<file path="config.mk">
export PLATFORM = sky130hd
export DESIGN_NAME = lsal_top
export DESIGN_NICKNAME = d
export VERILOG_FILES = /design/src/hdl/lsal_pkg.sv /design/src/hdl/lsal_lat_cnt.sv /design/src/hdl/lsal_sync2.sv /design/src/hdl/lsal_top.sv
export VERILOG_INCLUDE_DIRS = /design/src /design/src/hdl
export SDC_FILE = /design/constraint.sdc
export NUM_CORES = 1
export LEC_CHECK = 0
export BUFFER_PORTS_ARGS = -buffer_cell sky130_fd_sc_hd__buf_4
export CORE_AREA = 2 2 487 489
export CTS_CLUSTER_SIZE = 30
export DETAILED_ROUTE_END_ITERATION = 8
export DIE_AREA = 0 0 489 491
export PLACE_DENSITY = 0.3
export SYNTH_ARGS = -nofsm -noshare
export SYNTH_HDL_FRONTEND = slang
export SYNTH_SLANG_ARGS = --single-unit
</file>
<file path="constraint.sdc">
create_clock -name core_clk -period 4.28 [get_ports core_clk]
set_input_delay 0.856 -clock core_clk [delete_from_list [all_inputs] [get_ports core_clk]]
set_output_delay 0.856 -clock core_clk [all_outputs]
set_load 0.1 [all_outputs]
</file>
<file path="src/hdl/lsal_map.svh">
`ifndef LSAL_MAP_SVH
`define LSAL_MAP_SVH

// ---------------------------------------------------------------
// Sizes
// ---------------------------------------------------------------
`define LSAL_INST 2
`define LSAL_LANES 8
`define LSAL_DATA_W 256
`define LSAL_LAT_W 15
`define LSAL_STAT_W 32

// ---------------------------------------------------------------
// Pattern source encodings
// ---------------------------------------------------------------
`define LSAL_SRC_PRBS 2'h0
`define LSAL_SRC_RAMP 2'h1
`define LSAL_SRC_ALT 2'h2

// ---------------------------------------------------------------
// Expected status register 0 after a good bring-up
// ---------------------------------------------------------------
`define LSAL_TX_STAT0_OK 32'h0000_0005
`define LSAL_RX_STAT0_OK 32'h0000_0039

// ---------------------------------------------------------------
// Synchroniser reset values
// ---------------------------------------------------------------
`define LSAL_FRM_SYNC_W 7
`define LSAL_FRM_SYNC_RST 7'h7e
`define LSAL_LNK_SYNC_RST 2'h0

`endif

</file>
<file path="src/hdl/lsal_pkg.sv">
`include "lsal_map.svh"

package lsal_pkg;

  // ---------------------------------------------------------------
  // Latency measurement states
  // ---------------------------------------------------------------
  typedef enum logic [2:0] {
    LSAL_IDLE = 3'b001,
    LSAL_RUN = 3'b010,
    LSAL_HOLD = 3'b100
  } lsal_lat_state_t;

  // ---------------------------------------------------------------
  // Board indicators, bit 0 is the frame reset lamp
  // ---------------------------------------------------------------
  typedef struct packed {
    logic data_err;
    logic tx_irq;
    logic rx_irq;
    logic tx_sync;
    logic lanes_aligned;
    logic rx_sync;
    logic link_up;
    logic frame_up;
  } lsal_ind_t;

  // Pattern checker error status, active low, one bit per instance
  typedef struct packed {
    logic [`LSAL_INST-1:0] prbs_err_n;
    logic [`LSAL_INST-1:0] ramp_err_n;
    logic [`LSAL_INST-1:0] alt_err_n;
  } lsal_chk_t;

  // Latency result of one instance
  typedef struct packed {
    logic done;
    logic [`LSAL_LAT_W-1:0] count;
  } lsal_lat_t;

endpackage

</file>
<file path="src/hdl/lsal_lat_cnt.sv">
`include "lsal_map.svh"

// Counts link clocks from link-ready rise to link-valid rise
module lsal_lat_cnt #(
  parameter int LAT_W = `LSAL_LAT_W
) (
  // Clock, reset, enable
  input logic core_clk,
  input logic sys_rst,
  input logic clk_en,
  // Link reset of this instance, already synchronised
  input logic link_rst_n,
  // Link layer status of this instance
  input logic tx_ready,
  input logic rx_valid,
  // Result
  output logic done,
  output logic [LAT_W-1:0] count
);

  typedef struct packed {
    lsal_pkg::lsal_lat_state_t st;
    logic tx_q;
    logic rx_q;
    logic [LAT_W-1:0] cnt;
  } lsal_lat_st_t;

  lsal_lat_st_t s_q;
  lsal_lat_st_t s_d;
  logic tx_rise;
  logic rx_rise;

  // Edge detection on same-clock status
  assign tx_rise = tx_ready & ~s_q.tx_q;
  assign rx_rise = rx_valid & ~s_q.rx_q;

  // Next state
  always_comb begin
    s_d = s_q;
    s_d.tx_q = tx_ready;
    s_d.rx_q = rx_valid;
    case (s_q.st)
      lsal_pkg::LSAL_IDLE: begin
        if (tx_rise) begin
          s_d.cnt = '0;
          s_d.st = rx_rise ? lsal_pkg::LSAL_HOLD : lsal_pkg::LSAL_RUN;
        end
      end
      lsal_pkg::LSAL_RUN: begin
        if (rx_rise) begin
          s_d.st = lsal_pkg::LSAL_HOLD;
        end else if (s_q.cnt != '1) begin
          s_d.cnt = LAT_W'(s_q.cnt + 1'b1);
        end
      end
      lsal_pkg::LSAL_HOLD: s_d.st = lsal_pkg::LSAL_HOLD;
      default: s_d.st = lsal_pkg::LSAL_IDLE;
    endcase
    if (!link_rst_n) begin
      s_d.st = lsal_pkg::LSAL_IDLE;
      s_d.cnt = '0;
    end
    if (!clk_en) begin
      s_d = s_q;
    end
  end

  // State register
  always_ff @(posedge core_clk) begin
    if (sys_rst) begin
      s_q <= '{st: lsal_pkg::LSAL_IDLE, tx_q: 1'b0, rx_q: 1'b0,
               cnt: '0};
    end else begin
      s_q <= s_d;
    end
  end

  assign done = (s_q.st == lsal_pkg::LSAL_HOLD);
  assign count = s_q.cnt;

endmodule

</file>
<file path="src/hdl/lsal_sync2.sv">
// Two-stage synchroniser for levels from another clock domain
module lsal_sync2 #(
  parameter int W = 1,
  parameter logic [W-1:0] RST_VAL = '0
) (
  // Clock, reset, enable
  input logic core_clk,
  input logic sys_rst,
  input logic clk_en,
  // Levels
  input logic [W-1:0] async_in,
  output logic [W-1:0] sync_out
);

  logic [W-1:0] meta_q;
  logic [W-1:0] sync_q;

  // First stage is read only by the second stage
  always_ff @(posedge core_clk) begin
    if (sys_rst) begin
      meta_q <= RST_VAL;
      sync_q <= RST_VAL;
    end else if (clk_en) begin
      meta_q <= async_in;
      sync_q <= meta_q;
    end
  end

  assign sync_out = sync_q;

endmodule

</file>
<file path="src/hdl/lsal_top.sv">
`include "lsal_map.svh"

// Overview of operation
// - The frame lamp lights once the synchronised frame reset is released.
// - The link lamp lights once the link resets of both cores are released.
// - The receive sync lamp lights once every receiver raises its sync.
// - Lanes-aligned is high only when all lanes of both instances align.
// - The receiver sync lines of both instances are ANDed for the sender.
// - The receive interrupt lamp lights while either core has one pending.
// - The transmit interrupt lamp lights while either core has one pending.
// - All active-low checker error bits are ANDed; a low result is an error.
// - Latency counts link clocks from link-ready rise to link-valid rise.
// - Receive output data carries the pattern picked by the source setting.
// - Status 0 must read 0x5 for transmit and 0x39 for receive on each core.
// - Good bring-up means five lamps lit and both irq and error lamps off.
// - Link and frame clocks are related outputs of one PLL.
module lsal_top #(
  parameter int LANES = `LSAL_LANES,
  parameter int DW = `LSAL_DATA_W,
  parameter int LAT_W = `LSAL_LAT_W
) (
  // Clock, reset and enable
  input logic core_clk,
  input logic sys_rst,
  input logic clk_en,

  // Resets from the reset sequencer
  input logic frame_rst_n,
  input logic [`LSAL_INST-1:0] link_rst_n,

  // Receiver link status per instance
  input logic [`LSAL_INST-1:0] rx_sync_n,
  input logic [`LSAL_INST*LANES-1:0] lane_aligned,
  input logic [`LSAL_INST-1:0] rx_dev_sync_n,

  // Link layer interrupts per instance
  input logic [`LSAL_INST-1:0] receive_link_interrupt,
  input logic [`LSAL_INST-1:0] transmit_link_interrupt,

  // Pattern checker status, frame clock domain
  input lsal_pkg::lsal_chk_t chk_err_n,

  // Latency markers per instance
  input logic [`LSAL_INST-1:0] transmitter_link_ready,
  input logic [`LSAL_INST-1:0] receiver_link_valid,

  // Status register 0 values read back from each core
  input logic [`LSAL_INST*`LSAL_STAT_W-1:0] tx_status0,
  input logic [`LSAL_INST*`LSAL_STAT_W-1:0] rx_status0,

  // Receive transport pattern sources
  input logic [1:0] pattern_source_setting,
  input logic [DW-1:0] prbs_data,
  input logic [DW-1:0] ramp_data,
  input logic [DW-1:0] alt_data,

  // Indicators and combined link signals
  output lsal_pkg::lsal_ind_t led,
  output logic tx_dev_sync_n,
  output logic alldev_lane_aligned,

  // Receive transport output
  output logic [DW-1:0] rx_dataout,

  // Bring-up summary
  output logic status_ok,
  output logic bringup_ok,

  // Latency results
  output lsal_pkg::lsal_lat_t [`LSAL_INST-1:0] link_latency
);

  // ---------------------------------------------------------------
  // Local types and helpers
  // ---------------------------------------------------------------

  typedef struct packed {
    lsal_pkg::lsal_ind_t ind;
    logic tx_sync_n;
    logic aligned;
    logic stat_ok;
    logic up_ok;
    logic [DW-1:0] dout;
  } lsal_top_st_t;

  // Checks one instance pair of status 0 words
  function automatic logic lsal_stat_match(
    input logic [`LSAL_STAT_W-1:0] tx_word,
    input logic [`LSAL_STAT_W-1:0] rx_word
  );
    lsal_stat_match = (tx_word == `LSAL_TX_STAT0_OK) &&
                      (rx_word == `LSAL_RX_STAT0_OK);
  endfunction

  // Picks one pattern word from the source setting
  function automatic logic [DW-1:0] lsal_pick(
    input logic [1:0] sel,
    input logic [DW-1:0] prbs,
    input logic [DW-1:0] ramp,
    input logic [DW-1:0] alt
  );
    case (sel)
      `LSAL_SRC_PRBS: lsal_pick = prbs;
      `LSAL_SRC_RAMP: lsal_pick = ramp;
      `LSAL_SRC_ALT: lsal_pick = alt;
      default: lsal_pick = '0;
    endcase
  endfunction

  // ---------------------------------------------------------------
  // Crossing from the frame domain and reset sequencer
  // ---------------------------------------------------------------

  logic [`LSAL_FRM_SYNC_W-1:0] frm_sync;
  logic [`LSAL_INST-1:0] lnk_rst_sync;
  logic frame_up_s;
  logic chk_ok_s;

  // frame clock is related but skewed, so still resync
  lsal_sync2 #(
    .W(`LSAL_FRM_SYNC_W),
    .RST_VAL(`LSAL_FRM_SYNC_RST)
  ) u_frm_sync (
    .core_clk(core_clk),
    .sys_rst(sys_rst),
    .clk_en(clk_en),
    .async_in({chk_err_n, frame_rst_n}),
    .sync_out(frm_sync)
  );

  // Sequencer resets release asynchronously
  lsal_sync2 #(
    .W(`LSAL_INST),
    .RST_VAL(`LSAL_LNK_SYNC_RST)
  ) u_lnk_sync (
    .core_clk(core_clk),
    .sys_rst(sys_rst),
    .clk_en(clk_en),
    .async_in(link_rst_n),
    .sync_out(lnk_rst_sync)
  );

  assign frame_up_s = frm_sync[0];
  assign chk_ok_s = &frm_sync[`LSAL_FRM_SYNC_W-1:1];

  // ---------------------------------------------------------------
  // Status combining
  // ---------------------------------------------------------------

  lsal_top_st_t s_q;
  lsal_top_st_t s_d;
  logic [`LSAL_INST-1:0] stat_match;

  // Status words compared per instance
  always_comb begin
    for (int i = 0; i < `LSAL_INST; i++) begin
      stat_match[i] = lsal_stat_match(
        tx_status0[i*`LSAL_STAT_W +: `LSAL_STAT_W],
        rx_status0[i*`LSAL_STAT_W +: `LSAL_STAT_W]);
    end
  end

  // Next state of all lamps and combined signals
  always_comb begin
    s_d = s_q;
    s_d.ind.frame_up = frame_up_s;
    // both cores out of link reset
    s_d.ind.link_up = &lnk_rst_sync;
    // sync released once K28.5 seen on all receivers
    s_d.ind.rx_sync = &rx_sync_n;
    s_d.aligned = &lane_aligned;
    s_d.ind.lanes_aligned = &lane_aligned;
    s_d.tx_sync_n = &rx_dev_sync_n;
    s_d.ind.tx_sync = &rx_dev_sync_n;
    s_d.ind.rx_irq = |receive_link_interrupt;
    s_d.ind.tx_irq = |transmit_link_interrupt;
    // lamp lights on any data error
    s_d.ind.data_err = ~chk_ok_s;
    s_d.dout = lsal_pick(pattern_source_setting, prbs_data,
                         ramp_data, alt_data);
    s_d.stat_ok = &stat_match;
    // lamps that must be on, and those that must be off
    s_d.up_ok = s_q.ind.frame_up & s_q.ind.link_up &
                s_q.ind.rx_sync & s_q.ind.lanes_aligned &
                s_q.ind.tx_sync & ~s_q.ind.rx_irq &
                ~s_q.ind.tx_irq & ~s_q.ind.data_err;
    // Enable low freezes everything
    if (!clk_en) begin
      s_d = s_q;
    end
  end

  // single registered stage on the link clock
  always_ff @(posedge core_clk) begin
    if (sys_rst) begin
      // Sync stays requested until the receivers say otherwise
      s_q <= '0;
    end else begin
      s_q <= s_d;
    end
  end

  // ---------------------------------------------------------------
  // Latency measurement per instance
  // ---------------------------------------------------------------

  // Separate counters so a late instance shows its own skew
  for (genvar g = 0; g < `LSAL_INST; g++) begin : g_lat
    lsal_lat_cnt #(
      .LAT_W(LAT_W)
    ) u_lat (
      .core_clk(core_clk),
      .sys_rst(sys_rst),
      .clk_en(clk_en),
      .link_rst_n(lnk_rst_sync[g]),
      .tx_ready(transmitter_link_ready[g]),
      .rx_valid(receiver_link_valid[g]),
      .done(link_latency[g].done),
      .count(link_latency[g].count)
    );
  end

  // ---------------------------------------------------------------
  // Outputs
  // ---------------------------------------------------------------

  // All outputs but link_latency come straight from the state register
  assign led = s_q.ind;
  assign tx_dev_sync_n = s_q.tx_sync_n;
  assign alldev_lane_aligned = s_q.aligned;
  assign rx_dataout = s_q.dout;
  assign status_ok = s_q.stat_ok;
  assign bringup_ok = s_q.up_ok;

endmodule

</file>
# Word level (Yosys, flattened, before mapping)
# Cells that the tools add are included.
classes:
  add_sub_neg: 2
  eq_ne: 24
  n_mux: 21
  n_bitwise: 19
  reduce_logical: 15
op_table:
  columns: ["op", "count"]
  rows:
  - ["$pmux 256 s3", 1]
  - ["$mux 15", 8]
  - ["$eq 32x3->1 const B", 2]
  - ["$eq 32x6->1 const B", 2]
  - ["$pmux 15 s2", 2]
  - ["$add 15x1->15 const B", 2]
  - ["$ne 15x15->1 const B", 2]
  - ["$mux 3", 8]
  - ["$ne 3x2->1 const B", 6]
  - ["$pmux 3 s3", 2]
  - ["$reduce_and 16->1", 1]
  - ["$and 1x1->1", 11]
  - ["$reduce_and 5->1", 2]
  - ["$not 1->1", 8]
  - ["$reduce_and 2->1", 4]
  - ["$eq 3x1->1 const B", 2]
  - ["$eq 3x2->1 const B", 2]
  - ["$eq 3x3->1 const B", 2]
  - ["$ne 3x1->1 const B", 2]
  - ["$ne 3x3->1 const B", 2]
  - ["$reduce_and 3->1", 2]
  - ["$reduce_and 6->1", 1]
  - ["$reduce_or 2->1", 2]
  - ["$eq 2x1->1 const B", 1]
  - ["3 further kinds", 4]
word_totals:
  register_bits: 324
  out_inout_bits: 300
  elab_cells: 104

# Logic depth before layout (Yosys ltp)
# Gate-level depths: netlist (run 1).
depth:
  ltp_word: 7
  depth_mapped: 7
  ltp_nobuf: 6

# Cells and area by module
# From an unflattened synthesis (run 1), not the netlist that was laid out.
hier_totals:
  cells_unflattened: 2174
  area_unflattened_um2: 20313.2
by_module_without_submodules:
  columns: ["module", "instances", "cells_per_inst", "area_per_inst_um2", "seq_area_each_um2"]
  rows:
  - ["lsal_top", 1, 1806, 17027.6, 5325.1]
  - ["lsal_lat_cnt", 2, 155, 1307.5, 400.4]
  - ["lsal_sync2 at u_frm_sync", 1, 45, 530.5, 280.3]
  - ["lsal_sync2 at u_lnk_sync", 1, 13, 140.1, 80.1]

# Least setup slack after synthesis (run 1)
# No wires, ideal clock.
synth_path:
  kind: "reg-to-output"
  start: "reg, netlist name tx_dev_sync_n"
  end: "out led[4] in the netlist's numbering"
  arrival_time_ns: 1.392
  t_required_ns: 3.424
  setup_slack_ns: 2.032
  path_stages_with_launch: 2
  n_path_buf: 1
  cell_sequence: "dfxtp_1 -> buf_4"
synth_rtl:
  columns: ["item", "line", "rtl"]
  rows:
  - ["to (decl)", "lsal_top.sv:58", "output lsal_pkg::lsal_ind_t led,"]

==> summary.txt, run 1 <==
Status
  • Status: finished clean

Cells and area
  • Commonest non-fill, non-tap cell in the layout: buf_4
  • Sequential cell area: around 6500 µm²
  • Footprint of the multi-input gates: 10000 µm²
  • Final instance area: between 30000 and 40000 µm²
  • Fillcell total: roughly 27000
  • Layout cells sized above 1: approximately two fifths
  • Fin nets: approximately 4200
  • Most frequent cells in the layout: buf_4 (1252), nor2_1 (546), dfxtp_1 (324)
  • P&R area growth vs syn: 82.2%

Clock network
  • Clock Latency Late Sink: around 0.65 ns
  • CTS Root Cell: clkbuf_16
  • Clock buffer depth: 3
  • TritonCTS Buffers: between 50 and 60
  • CTS clk-pin slew, worst paths: 0.06 ns
  • Post-CTS setup buffers: 0
  • CTS resizes: 0
  • TritonCTS clock tree: done
  • # clock sinks: approximately 320
  • # hold bufs at CTS: 0
  • CTS H-Tree Depth: 2

Flow run
  • Max Cap Violations: 0

Drt
  • Final wirelength: between 150000 and 200000 µm
  • Antenna Nets Post-Route: 0
  • Detailed Route Iter0 Violations: approximately 970
  • Vias per cell: 3.27
  • Residual DRC: 0
  • Via Count: 21195
  • Pre-antenna DRT Iters: 5
  • Routed len/inst: approximately 26 µm

STA
  • Crit share post-route: between 60 and 70%
  • Final setup vio count: 0
  • Final TNS setup: 0 ns
  • Hold slack: between 0.4 and 0.5 ns
  • RSZ-0062 raised after global routing: false
  • Final Max Slew Viols: 0
  • Final number of hold-violating endpoints: 0
  • Worst-Margin Slew: roughly 1.4 ns
  • Clock skew: between 0.015 and 0.02 ns
  • FMAX: roughly 370 MHz
  • Min Clock Period, post-route: about 2.7 ns
  • Relative slew slack: about a tenth

Worst setup path
  • Reg2reg end: g_lat[0].u_lat.count[6]$_SDFFE_PP0P_
  • WP data required: approximately 3.4 ns
  • FF-to-FF Start: u_lnk_sync.sync_out[0]$_SDFFE_PP0P_
  • Cells on worst reg2reg path: 5
  • Crit start category: flop
  • Crit. End Element: output port
  • Arrival @ worst endpoint: 1.83 ns
  • Worst-path fanout max: 9
  • Worst setup path startpoint: g_lat[0].u_lat.s_q[17]$_SDFFE_PP1P_
  • CP peak stage delay: around 0.37 ns
  • Critical Path Slowest Stage Cell: dfxtp_1
  • Worst-path cell chain: nor2_1 > and2_1 > buf_4
  • Critical Setup Path Class: reg -> out
  • Reg2Reg Setup Slack: between 2 and 2.5 ns

Floorplanning
  • Die Ht: around 490 µm
  • Starting Density: 7.48%
  • Die area: 240000 µm²
  • FP Rows: 178
  • Core area: 235000 µm²
  • Io pins: between 1000 and 1500
  • Die X: 489 µm

Placement
  • Placed inst area: around 30000 µm²
  • Buffers on Ports: 1237
  • HPWL Detailed: 147000 µm
  • Placer Congestion: ~0.85

Worst hold path
  • Hold Crit Start: chk_err_n[5]
  • Class of the worst hold path: in -> reg
  • Hold path cells: 3
  • Worst hold path endpoint: u_frm_sync.meta_q[6]$_SDFFE_PP1P_

Yosys
  • Synth warn: 0
  • Synth Cell Area: between 15000 and 20000 µm²
  • Unique masters post-synth: between 60 and 70
  • Syn Area/Cell: 8.08 µm²
  • Flops & latches, synth: around 320
  • Post-synth EDFFs: 0
  • Sequential area share after synthesis: a little under two fifths
  • Gate Count Post-Synth: between 2000 and 2500
  • Syn nets: 3109
  • Top FF cell, synth: dfxtp_1
  • Ys async rst share: 0%

Power
  • Leakage Power: between 10 and 15 nW
  • PwrDens: about 360 nW/µm²
  • Total power: between 10 and 15 mW
  • Peak VDD IR: about 210 µV

GRT
  • First-pass GRT wire length: roughly 220000 µm
  • Initial antenna violation count: 84
  • Grt total ovfl: 0
  • Largest net degree at the start of global routing: approximately 160
  • GR Util All Layers: between 10% and 20%
  • Vias in the first global route: 21481
-- flip-flops by register name (all words and copies together) (netlist names) --
register             flops
alldev_lane_aligned      1
bringup_ok               1
g_lat.u_lat.count       30
g_lat.u_lat.s_q         10
led                      6
rx_dataout             256
status_ok                1
tx_dev_sync_n            1
u_frm_sync.meta_q        7
u_frm_sync.sync_out      7
u_lnk_sync.meta_q        2
u_lnk_sync.sync_out      2
-- cells by family (layout without fill, tap and decap cells) --
family / count (synthesis) / count (layout) / share of synthesized area, %
flops: 324 / 324 / 37.0
other cells: 0 / 22 / 0
buf+inv: 225 / 1365 / 6.12
fa+ha+maj: 2 / 2 / 0.143
mux: 285 / 285 / 16.3
compound gates: 603 / 603 / 22.3
simple gates: 730 / 730 / 18.2
-- critical path, delay by kind of cell (launching register included) --
family	cells	cell delay, ns
AND/OR/NAND/NOR	2	0.44
flip-flops	1	0.37
buffers and inverters	1	0.35
-- power by group --
part	switching (mW)	internal (mW)	leakage, nW
sequential	0.131	3.21	2.68
combinational	2.49	1.13	10.0
clock	1.81	2.73	0.856
-- final cells by class --
class | instances | area share, %
multi-input combinational | 1620 | 31.3
clock inverter | 20 | 0.776
tap | 3150 | 12.3
timing repair buffer | 1268 | 30.4
inverter | 4 | 0.0470
clock buffer | 73 | 4.70
antenna | 22 | 0.172
sequential | 324 | 20.3
-- synth_stat cells, types with 4 or more instances --
cell type / count / area share [%]
and3_1: 7 / 0.25
o21ai_0: 11 / 0.31
o21a_1: 4 / 0.17
a31oi_1: 6 / 0.21
dfxtp_1: 324 / 37
nand2_1: 35 / 0.75
a41oi_1: 6 / 0.30
nor2b_1: 9 / 0.32
nand2b_1: 14 / 0.50
o21ai_1: 5 / 0.14
buf_2: 59 / 1.7
nor2_1: 546 / 12
mux2i_1: 284 / 16
buf_1: 5 / 0.11
nor4_1: 27 / 0.96
o211ai_1: 8 / 0.34
a21oi_1: 273 / 7.8
buf_4: 34 / 1.5
nor4b_1: 11 / 0.55
nand4_1: 27 / 0.96
or3_1: 4 / 0.14
and2_1: 4 / 0.14
nor3_1: 8 / 0.23
a31oi_2: 4 / 0.29
clkbuf_1: 120 / 2.6
a211oi_1: 259 / 11
nand3_1: 17 / 0.49
-- worst max-delay path by stage --
stage,slack (ns),end,depth (start not counted)
2_1_floorplan,2.03,led[4],1
3_3_place_gp,1.34,rx_dataout[57]$_SDFFE_PP0P_,6
3_5_place_dp,1.30,rx_dataout[57]$_SDFFE_PP0P_,6
4_1_cts,1.41,link_latency[15],3
5_1_grt,1.44,link_latency[15],3
6_report,1.60,link_latency[15],3
-- metal layers --
metal | up-vias | GRT usage [%] | part of all wire (%)
met2 | 985 | 22.5 | 46
met1 | 9896 | 14.1 | 36
met4 | 58 | 2.75 | 2.0
met5 | - | 0 | 0.21
li1 | 10070 | - | -
met3 | 186 | 9.42 | 15
-- through the flow --
| step | util [%] | setup slack (ns) | std cells |
|---|---|---|---|
| floorplan | - | 2.03 | 2169 |
| global placement | 12.9 | 1.34 | 6366 |
| finish | 13.6 | 1.60 | 6481 |
| CTS | 13.6 | 1.41 | 6459 |
| detailed placement | 12.9 | 1.30 | 6366 |
| global route | 13.6 | 1.44 | 6467 |
No activity file was read; power rests on OpenSTA's default activity.
==> inputs of run 2 (changes only) <==
==> constraint.sdc (replaced) <==
create_clock -name core_clk -period 2.7 [get_ports core_clk]
set_input_delay 0.54 -clock core_clk [delete_from_list [all_inputs] [get_ports core_clk]]
set_output_delay 0.54 -clock core_clk [all_outputs]
set_load 0.1 [all_outputs]
==> summary.txt, run 2 (same netlist as run 1, synthesis figures left out) <==
Worst setup path
  • Worst Path Buf+Inv: 1 (unchanged)
  • Critical Setup Path Class: reg -> out (unchanged)
  • CP top delay family: flip-flops (was simple AND/OR/NAND/NOR gates)
  • Critical Path Slowest Stage Cell: dfxtp_1 (unchanged)
  • Crit. End Element: output port (unchanged)
  • CP peak stage delay: 0.73 ns (was 0.37 ns)
  • Worst-path cell chain: buf_4 (was nor2_1 > and2_1 > buf_4)
  • Crit start category: flop (unchanged)
  • Worst-path fanout max: 4 (was 9)
  • Arrival @ worst endpoint: 1.82 ns (was 1.83 ns)
  • WP data required: 2.16 ns (was 3.42 ns)

Cells and area
  • Sequential cell area: 6490 µm² (unchanged)
  • Final instance area: 32700 µm² (was 31900 µm²)
  • Finished Core Util: 13.9% (was 13.6%)
  • Max reg flops: 256 (unchanged)
  • P&R area growth vs syn: 86.2% (was 82.2%)
  • Layout cells sized above 1: 42.5% (was 41.5%)
  • Fillcell total: 27046 (was 27113)
  • Fin nets: 4265 (was 4209)
  • Most frequent cells in the layout: buf_4 (1298), nor2_1 (546), dfxtp_1 (324) (was buf_4 (1252), nor2_1 (546), dfxtp_1 (324))
  • Footprint of the multi-input gates: 10000 µm² (unchanged)
  • Commonest non-fill, non-tap cell in the layout: buf_4 (unchanged)

Floorplanning
  • Core area: 235000 µm² (unchanged)
  • Io pins: 1238 (unchanged)
  • Die Ht: 491 µm (unchanged)
  • Starting Density: 7.48% (unchanged)
  • FP Rows: 178 (unchanged)
  • Die area: 240000 µm² (unchanged)
  • Die X: 489 µm (unchanged)

STA
  • Final Max Slew Viols: 0 (unchanged)
  • Final setup vio count: 0 (unchanged)
  • Hold slack: 0.116 ns (was 0.438 ns)
  • Final number of hold-violating endpoints: 0 (unchanged)
  • RSZ-0062 raised after global routing: false (unchanged)
  • Worst-Margin Slew: 0.911 ns (was 1.35 ns)
  • Final TNS setup: 0 ns (unchanged)
  • FMAX: ~420 MHz
  • Min Clock Period, post-route: roughly 2.4 ns
  • Clock skew: 0.0137 ns (was 0.0182 ns)
  • Crit share post-route: about 90%
  • Relative slew slack: 39.2% (was 9.81%)

Drt
  • Vias per cell: 3.27 (about the same)
  • Detailed Route Iter0 Violations: 950 (was 973)
  • Antenna Nets Post-Route: 0 (unchanged)
  • Residual DRC: 0 (unchanged)
  • Wire length on met3: 26600 µm (about the same)
  • Routed len/inst: 26.3 µm (was 26.5 µm)
  • Pre-antenna DRT Iters: 5 (unchanged)
  • Via Count: 21384 (was 21195)
  • Final wirelength: 172000 µm (about the same)
  • Detailed route wirelength on metal2: 79400 µm (was 78900 µm)
  • Highest metal used: met5 (unchanged)
  • Met1 WL: 62400 µm (was 62300 µm)

Worst hold path
  • Class of the worst hold path: in -> reg (unchanged)

Clock network
  • CTS clk-pin slew, worst paths: 0.06 ns (about the same)
  • # hold bufs at CTS: 0 (unchanged)
  • CTS H-Tree Depth: 2 (unchanged)
  • TritonCTS clock tree: done (unchanged)
  • Post-CTS setup buffers: 0 (unchanged)
  • TritonCTS Buffers: 50 (was 51)
  • Clock Latency Late Sink: 0.66 ns (was 0.65 ns)
  • CTS Root Cell: clkbuf_16 (unchanged)
  • Clock buffer depth: 3 (unchanged)
  • # clock sinks: 324 (unchanged)
  • CTS resizes: 0 (unchanged)

Placement
  • HPWL Detailed: 149000 µm (was 147000 µm)
  • Placed inst area: 30700 µm² (was 30100 µm²)
  • Placer Congestion: 0.851 (was 0.846)
  • Buffers on Ports: 1237 (unchanged)

GRT
  • Initial antenna violation count: 94 (was 84)
  • Grt total ovfl: 0 (unchanged)
  • First-pass GRT wire length: 216000 µm (about the same)
  • Vias in the first global route: 21834 (was 21481)
  • GR Util All Layers: 13.6% (about the same)
  • Largest net degree at the start of global routing: 97 (was 159)

Flow run
  • Max Cap Violations: 0 (unchanged)

Status
  • Status: finished clean (unchanged)

Power
  • Peak VDD IR: 436 µV (was 214 µV)
  • PwrDens: 577 nW/µm² (was 360 nW/µm²)
  • Leakage Power: 13.9 nW (was 13.5 nW)
run 2: cell types whose count changed in the layout (fill, tap and decap cells not counted):
cell        before   now
clkinv_2         8     6
clkbuf_1        10     8
bufinv_16        5    13
clkbuf_8        10     5
inv_6            1     2
buf_12          12    23
clkinvlp_4       3     6
diode_2         22    30
buf_4         1252  1298
clkinv_4         3     2
clkbuf_16       53    51
run 2: layout make-up:
class / instances / area share [%]
diodes: 30 / 0.230
clock buffers: 64 / 4.21
clock inverters: 29 / 1.53
inverters: 4 / 0.0460
multi-input cells: 1620 / 30.6
flip-flops and latches: 324 / 19.9
well taps: 3150 / 12.1
repair buffers: 1325 / 31.4
run 2: path summary, 6_finish.rpt:
| check | end | cells past startpoint | start | slack, ns |
|---|---|---|---|---|
| setup / recovery | alldev_lane_aligned | 1 | alldev_lane_aligned$_SDFFE_PP0P_ | 0.34 |
| hold / removal | u_frm_sync.meta_q[6]$_SDFFE_PP1P_ | 3 | chk_err_n[5] | 0.12 |
| setup reg to reg | g_lat[1].u_lat.count[10]$_SDFFE_PP0P_ | 6 | g_lat[1].u_lat.count[1]$_SDFFE_PP0P_ | 0.61 |
| hold reg to reg | u_frm_sync.meta_q[4]$_SDFFE_PP1P_ | 2 | u_frm_sync.meta_q[4]$_SDFFE_PP1P_ | 0.48 |
run 2: through the flow:
stage                     total power, mW  instances  setup WS, ns
after floorplan                      8.56       2169         0.768
after global placement               11.4       6423         0.353
after detailed placement             11.4       6423         0.311
after CTS                            19.4       6516         0.184
after global routing                 19.7       6527         0.189
final                                18.8       6546         0.339
run 2: metal layers:
layer,global-route usage [%],up-vias
met2,22.5,977
met5,0,-
met3,9.29,176
met4,3.01,54
li1,-,10198
met1,14.1,9979
run 2: where the power goes:
part           total (mW)  internal [mW]  leakage (nW)  switching, mW
Sequential           5.28           5.08          2.68          0.201
Combinational        5.84           1.86          10.3           3.98
Clock                7.70           4.84         0.899           2.86
Total                18.8           11.8          13.9           7.05
run 2: tightest hold or removal path, delay by kind of cell:
kind                   cells  cell delay [ns]
buffers and inverters      1             0.08
AND/OR/NAND/NOR            1             0.06
multiplexers               1             0.05
==> inputs of run 3 (changes only) <==
--- a/config.mk
+++ b/config.mk
@@ -7,11 +7,14 @@
 export NUM_CORES = 1
 export LEC_CHECK = 0
 export BUFFER_PORTS_ARGS = -buffer_cell sky130_fd_sc_hd__buf_4
-export CORE_AREA = 2 2 487 489
+export CELL_PAD_IN_SITES_DETAIL_PLACEMENT = 1
+export CELL_PAD_IN_SITES_GLOBAL_PLACEMENT = 2
+export CORE_AREA = 2 2 481 483
+export CTS_CLUSTER_DIAMETER = 50
 export CTS_CLUSTER_SIZE = 30
 export DETAILED_ROUTE_END_ITERATION = 8
-export DIE_AREA = 0 0 489 491
-export PLACE_DENSITY = 0.3
+export DIE_AREA = 0 0 483 485
+export PLACE_DENSITY = 0.36
 export SYNTH_ARGS = -nofsm -noshare
 export SYNTH_HDL_FRONTEND = slang
 export SYNTH_SLANG_ARGS = --single-unit
==> summary.txt, run 3 (same netlist as run 1, synthesis figures left out) <==
Status
  • Status: finished clean (unchanged)

Worst setup path
  • Arrival @ worst endpoint: 1.76 ns (was 1.82 ns)
  • WP data required: 2.16 ns (about the same)
  • Crit. End Element: output port (unchanged)
  • Crit start category: flop (unchanged)
  • Critical Setup Path Class: reg -> out (unchanged)
  • Reg2Reg Setup Slack: 0.58 ns (was 0.61 ns)
  • Worst-path fanout max: 9 (was 4)

Clock network
  • Post-CTS setup buffers: 0 (unchanged)
  • TritonCTS clock tree: done (unchanged)
  • TritonCTS Buffers: 93 (was 50)
  • Clock buffer depth: 3 (unchanged)
  • CTS Root Cell: clkbuf_16 (unchanged)
  • CTS clk-pin slew, worst paths: 0.04 ns (was 0.06 ns)
  • # clock sinks: 324 (unchanged)
  • # hold bufs at CTS: 6 (was 0)
  • CTS resizes: 0 (unchanged)
  • CTS H-Tree Depth: 3 (was 2)
  • Clock Latency Late Sink: 0.70 ns (was 0.66 ns)

Power
  • Clock share of power: 51.0% (was 40.9%)
  • Sw Ratio: 34.6% (was 37.4%)
  • PwrDens: 666 nW/µm² (was 577 nW/µm²)
  • Net Sw Power: 7.80 mW (was 7.05 mW)
  • Share of power burned in registers: 23.6% (was 28.1%)
  • Pint: 14.7 mW (was 11.8 mW)
  • Leakage Power: 14.6 nW (was 13.9 nW)
  • Comb pwr share: 25.4% (was 31.0%)
  • Peak VDD IR: 398 µV (was 436 µV)

Cells and area
  • Max reg flops: 256 (unchanged)
  • Sequential cell area: 6490 µm² (unchanged)
  • Fin nets: 4314 (was 4265)
  • Final instance area: 33800 µm² (was 32700 µm²)
  • Fillcell total: 27105 (was 27046)
  • Most frequent cells in the layout: buf_4 (1301), nor2_1 (546), dfxtp_1 (324) (was buf_4 (1298), nor2_1 (546), dfxtp_1 (324))
  • Layout cells sized above 1: 43.4% (was 42.5%)
  • P&R area growth vs syn: 92.8% (was 86.2%)
  • Footprint of the multi-input gates: 9980 µm² (was 10000 µm²)
  • Commonest non-fill, non-tap cell in the layout: buf_4 (unchanged)

Floorplanning
  • Die X: 483 µm (was 489 µm)
  • Core area: 229000 µm² (was 235000 µm²)
  • FP Rows: 176 (was 178)
  • Starting Density: 7.66% (was 7.48%)
  • Io pins: 1238 (unchanged)
  • Die Ht: 485 µm (was 491 µm)
  • Die area: 234000 µm² (was 240000 µm²)

Placement
  • Placed inst area: 30500 µm² (was 30700 µm²)
  • Placer Congestion: 0.865 (was 0.851)
  • HPWL Detailed: 132000 µm (was 149000 µm)
  • Buffers on Ports: 1237 (unchanged)

Drt
  • Antenna Nets Post-Route: 0 (unchanged)
  • Final wirelength: 158000 µm (was 172000 µm)
  • Routed len/inst: 24.3 µm (was 26.3 µm)
  • Via Count: 21308 (was 21384)
  • Vias per cell: 3.29 (was 3.27)
  • Detailed Route Iter0 Violations: 669 (was 950)
  • Residual DRC: 0 (unchanged)
  • Pre-antenna DRT Iters: 6 (was 5)

GRT
  • Grt total ovfl: 0 (unchanged)
  • Largest net degree at the start of global routing: 125 (was 97)
  • GR Util All Layers: 13.1% (was 13.6%)
  • Initial antenna violation count: 14 (was 94)
  • Vias in the first global route: 23501 (was 21834)
  • First-pass GRT wire length: 210000 µm (was 216000 µm)

STA
  • Final TNS setup: 0 ns (unchanged)
  • Relative slew slack: 40.9% (was 39.2%)
  • Final Max Slew Viols: 0 (unchanged)
  • Clock skew: 0.0416 ns (was 0.0137 ns)
  • Crit share post-route: 85.1% (was 87.5%)
  • Final setup vio count: 0 (unchanged)
  • Worst-Margin Slew: 0.886 ns (was 0.911 ns)
  • RSZ-0062 raised after global routing: false (unchanged)
  • Final number of hold-violating endpoints: 0 (unchanged)
  • Min Clock Period, post-route: 2.30 ns (was 2.36 ns)
  • FMAX: 435 MHz (was 424 MHz)

Flow run
  • Max Cap Violations: 0 (unchanged)

Worst hold path
  • Class of the worst hold path: in -> reg (unchanged)
run 3: changes by cell type in the layout (fill, tap and decap cells not counted), sizes merged:
cell,change
bufinv,-4
diode,-20
clkinvlp,-2
dlygate4sd3,+6
clkbuf,+68
clkinv,+10
inv,+2
run 3: worst paths after layout:
path,from,to,cells past startpoint
min,frame_rst_n,u_frm_sync.meta_q[0]$_SDFFE_PP0P_,3
max reg2reg,g_lat[0].u_lat.count[1]$_SDFFE_PP0P_,g_lat[0].u_lat.count[5]$_SDFFE_PP0P_,6
min reg2reg,status_ok$_SDFFE_PP0P_,status_ok$_SDFFE_PP0P_,2
max,g_lat[0].u_lat.s_q[18]$_SDFFE_PP0P_,link_latency[15],3
run 3: critical path, cell delays in order (launching register included):
cell and delay [ns]:
dfxtp_1 0.39, nor2_1 0.16, and2_1 0.22, buf_4 0.32
run 3: stage by stage:
stage | worst slack [ns] | std cells | utilization (%) | power (mW) | hold slack [ns]
after global placement | 0.333 | 6299 | 13.3 | 11.3 | 0.463
final | 0.401 | 6482 | 14.8 | 22.5 | 0.119
after floorplan | 0.768 | 2169 | - | 8.56 | 0.434
after global routing | 0.274 | 6475 | 14.8 | 23.7 | 0.0613
after CTS | 0.300 | 6472 | 14.7 | 23.2 | 0.0141
after detailed placement | 0.320 | 6299 | 13.3 | 11.3 | 0.467
run 3: area by class of cell:
type | instances | area share [%]
Antenna cell | 10 | 0.0740
Clock buffer | 132 | 8.00
Clock inverter | 35 | 1.52
Inverter | 4 | 0.0444
Multi-Input combinational cell | 1620 | 29.5
Sequential cell | 324 | 19.2
Tap cell | 3026 | 11.2
Timing Repair Buffer | 1331 | 30.4
run 3: per-layer routing:
metal	track usage, %	vias to the layer above	part of all wire (%)
met5	0	-	0.035
met4	3.12	8	1.8
met3	7.09	142	12
met2	22.4	904	48
met1	13.9	9955	38
li1	-	10299	-
run 3: power by group through the flow:
stage / sequential [mW] / clock (mW) / combinational (mW)
2_1_floorplan: 7.32 / 0 / 1.24
3_3_place_gp: 5.42 / 0 / 5.88
3_5_place_dp: 5.43 / 0 / 5.88
4_1_cts: 5.34 / 12.0 / 5.89
5_1_grt: 5.37 / 12.2 / 6.12
6_report: 5.33 / 11.5 / 5.72
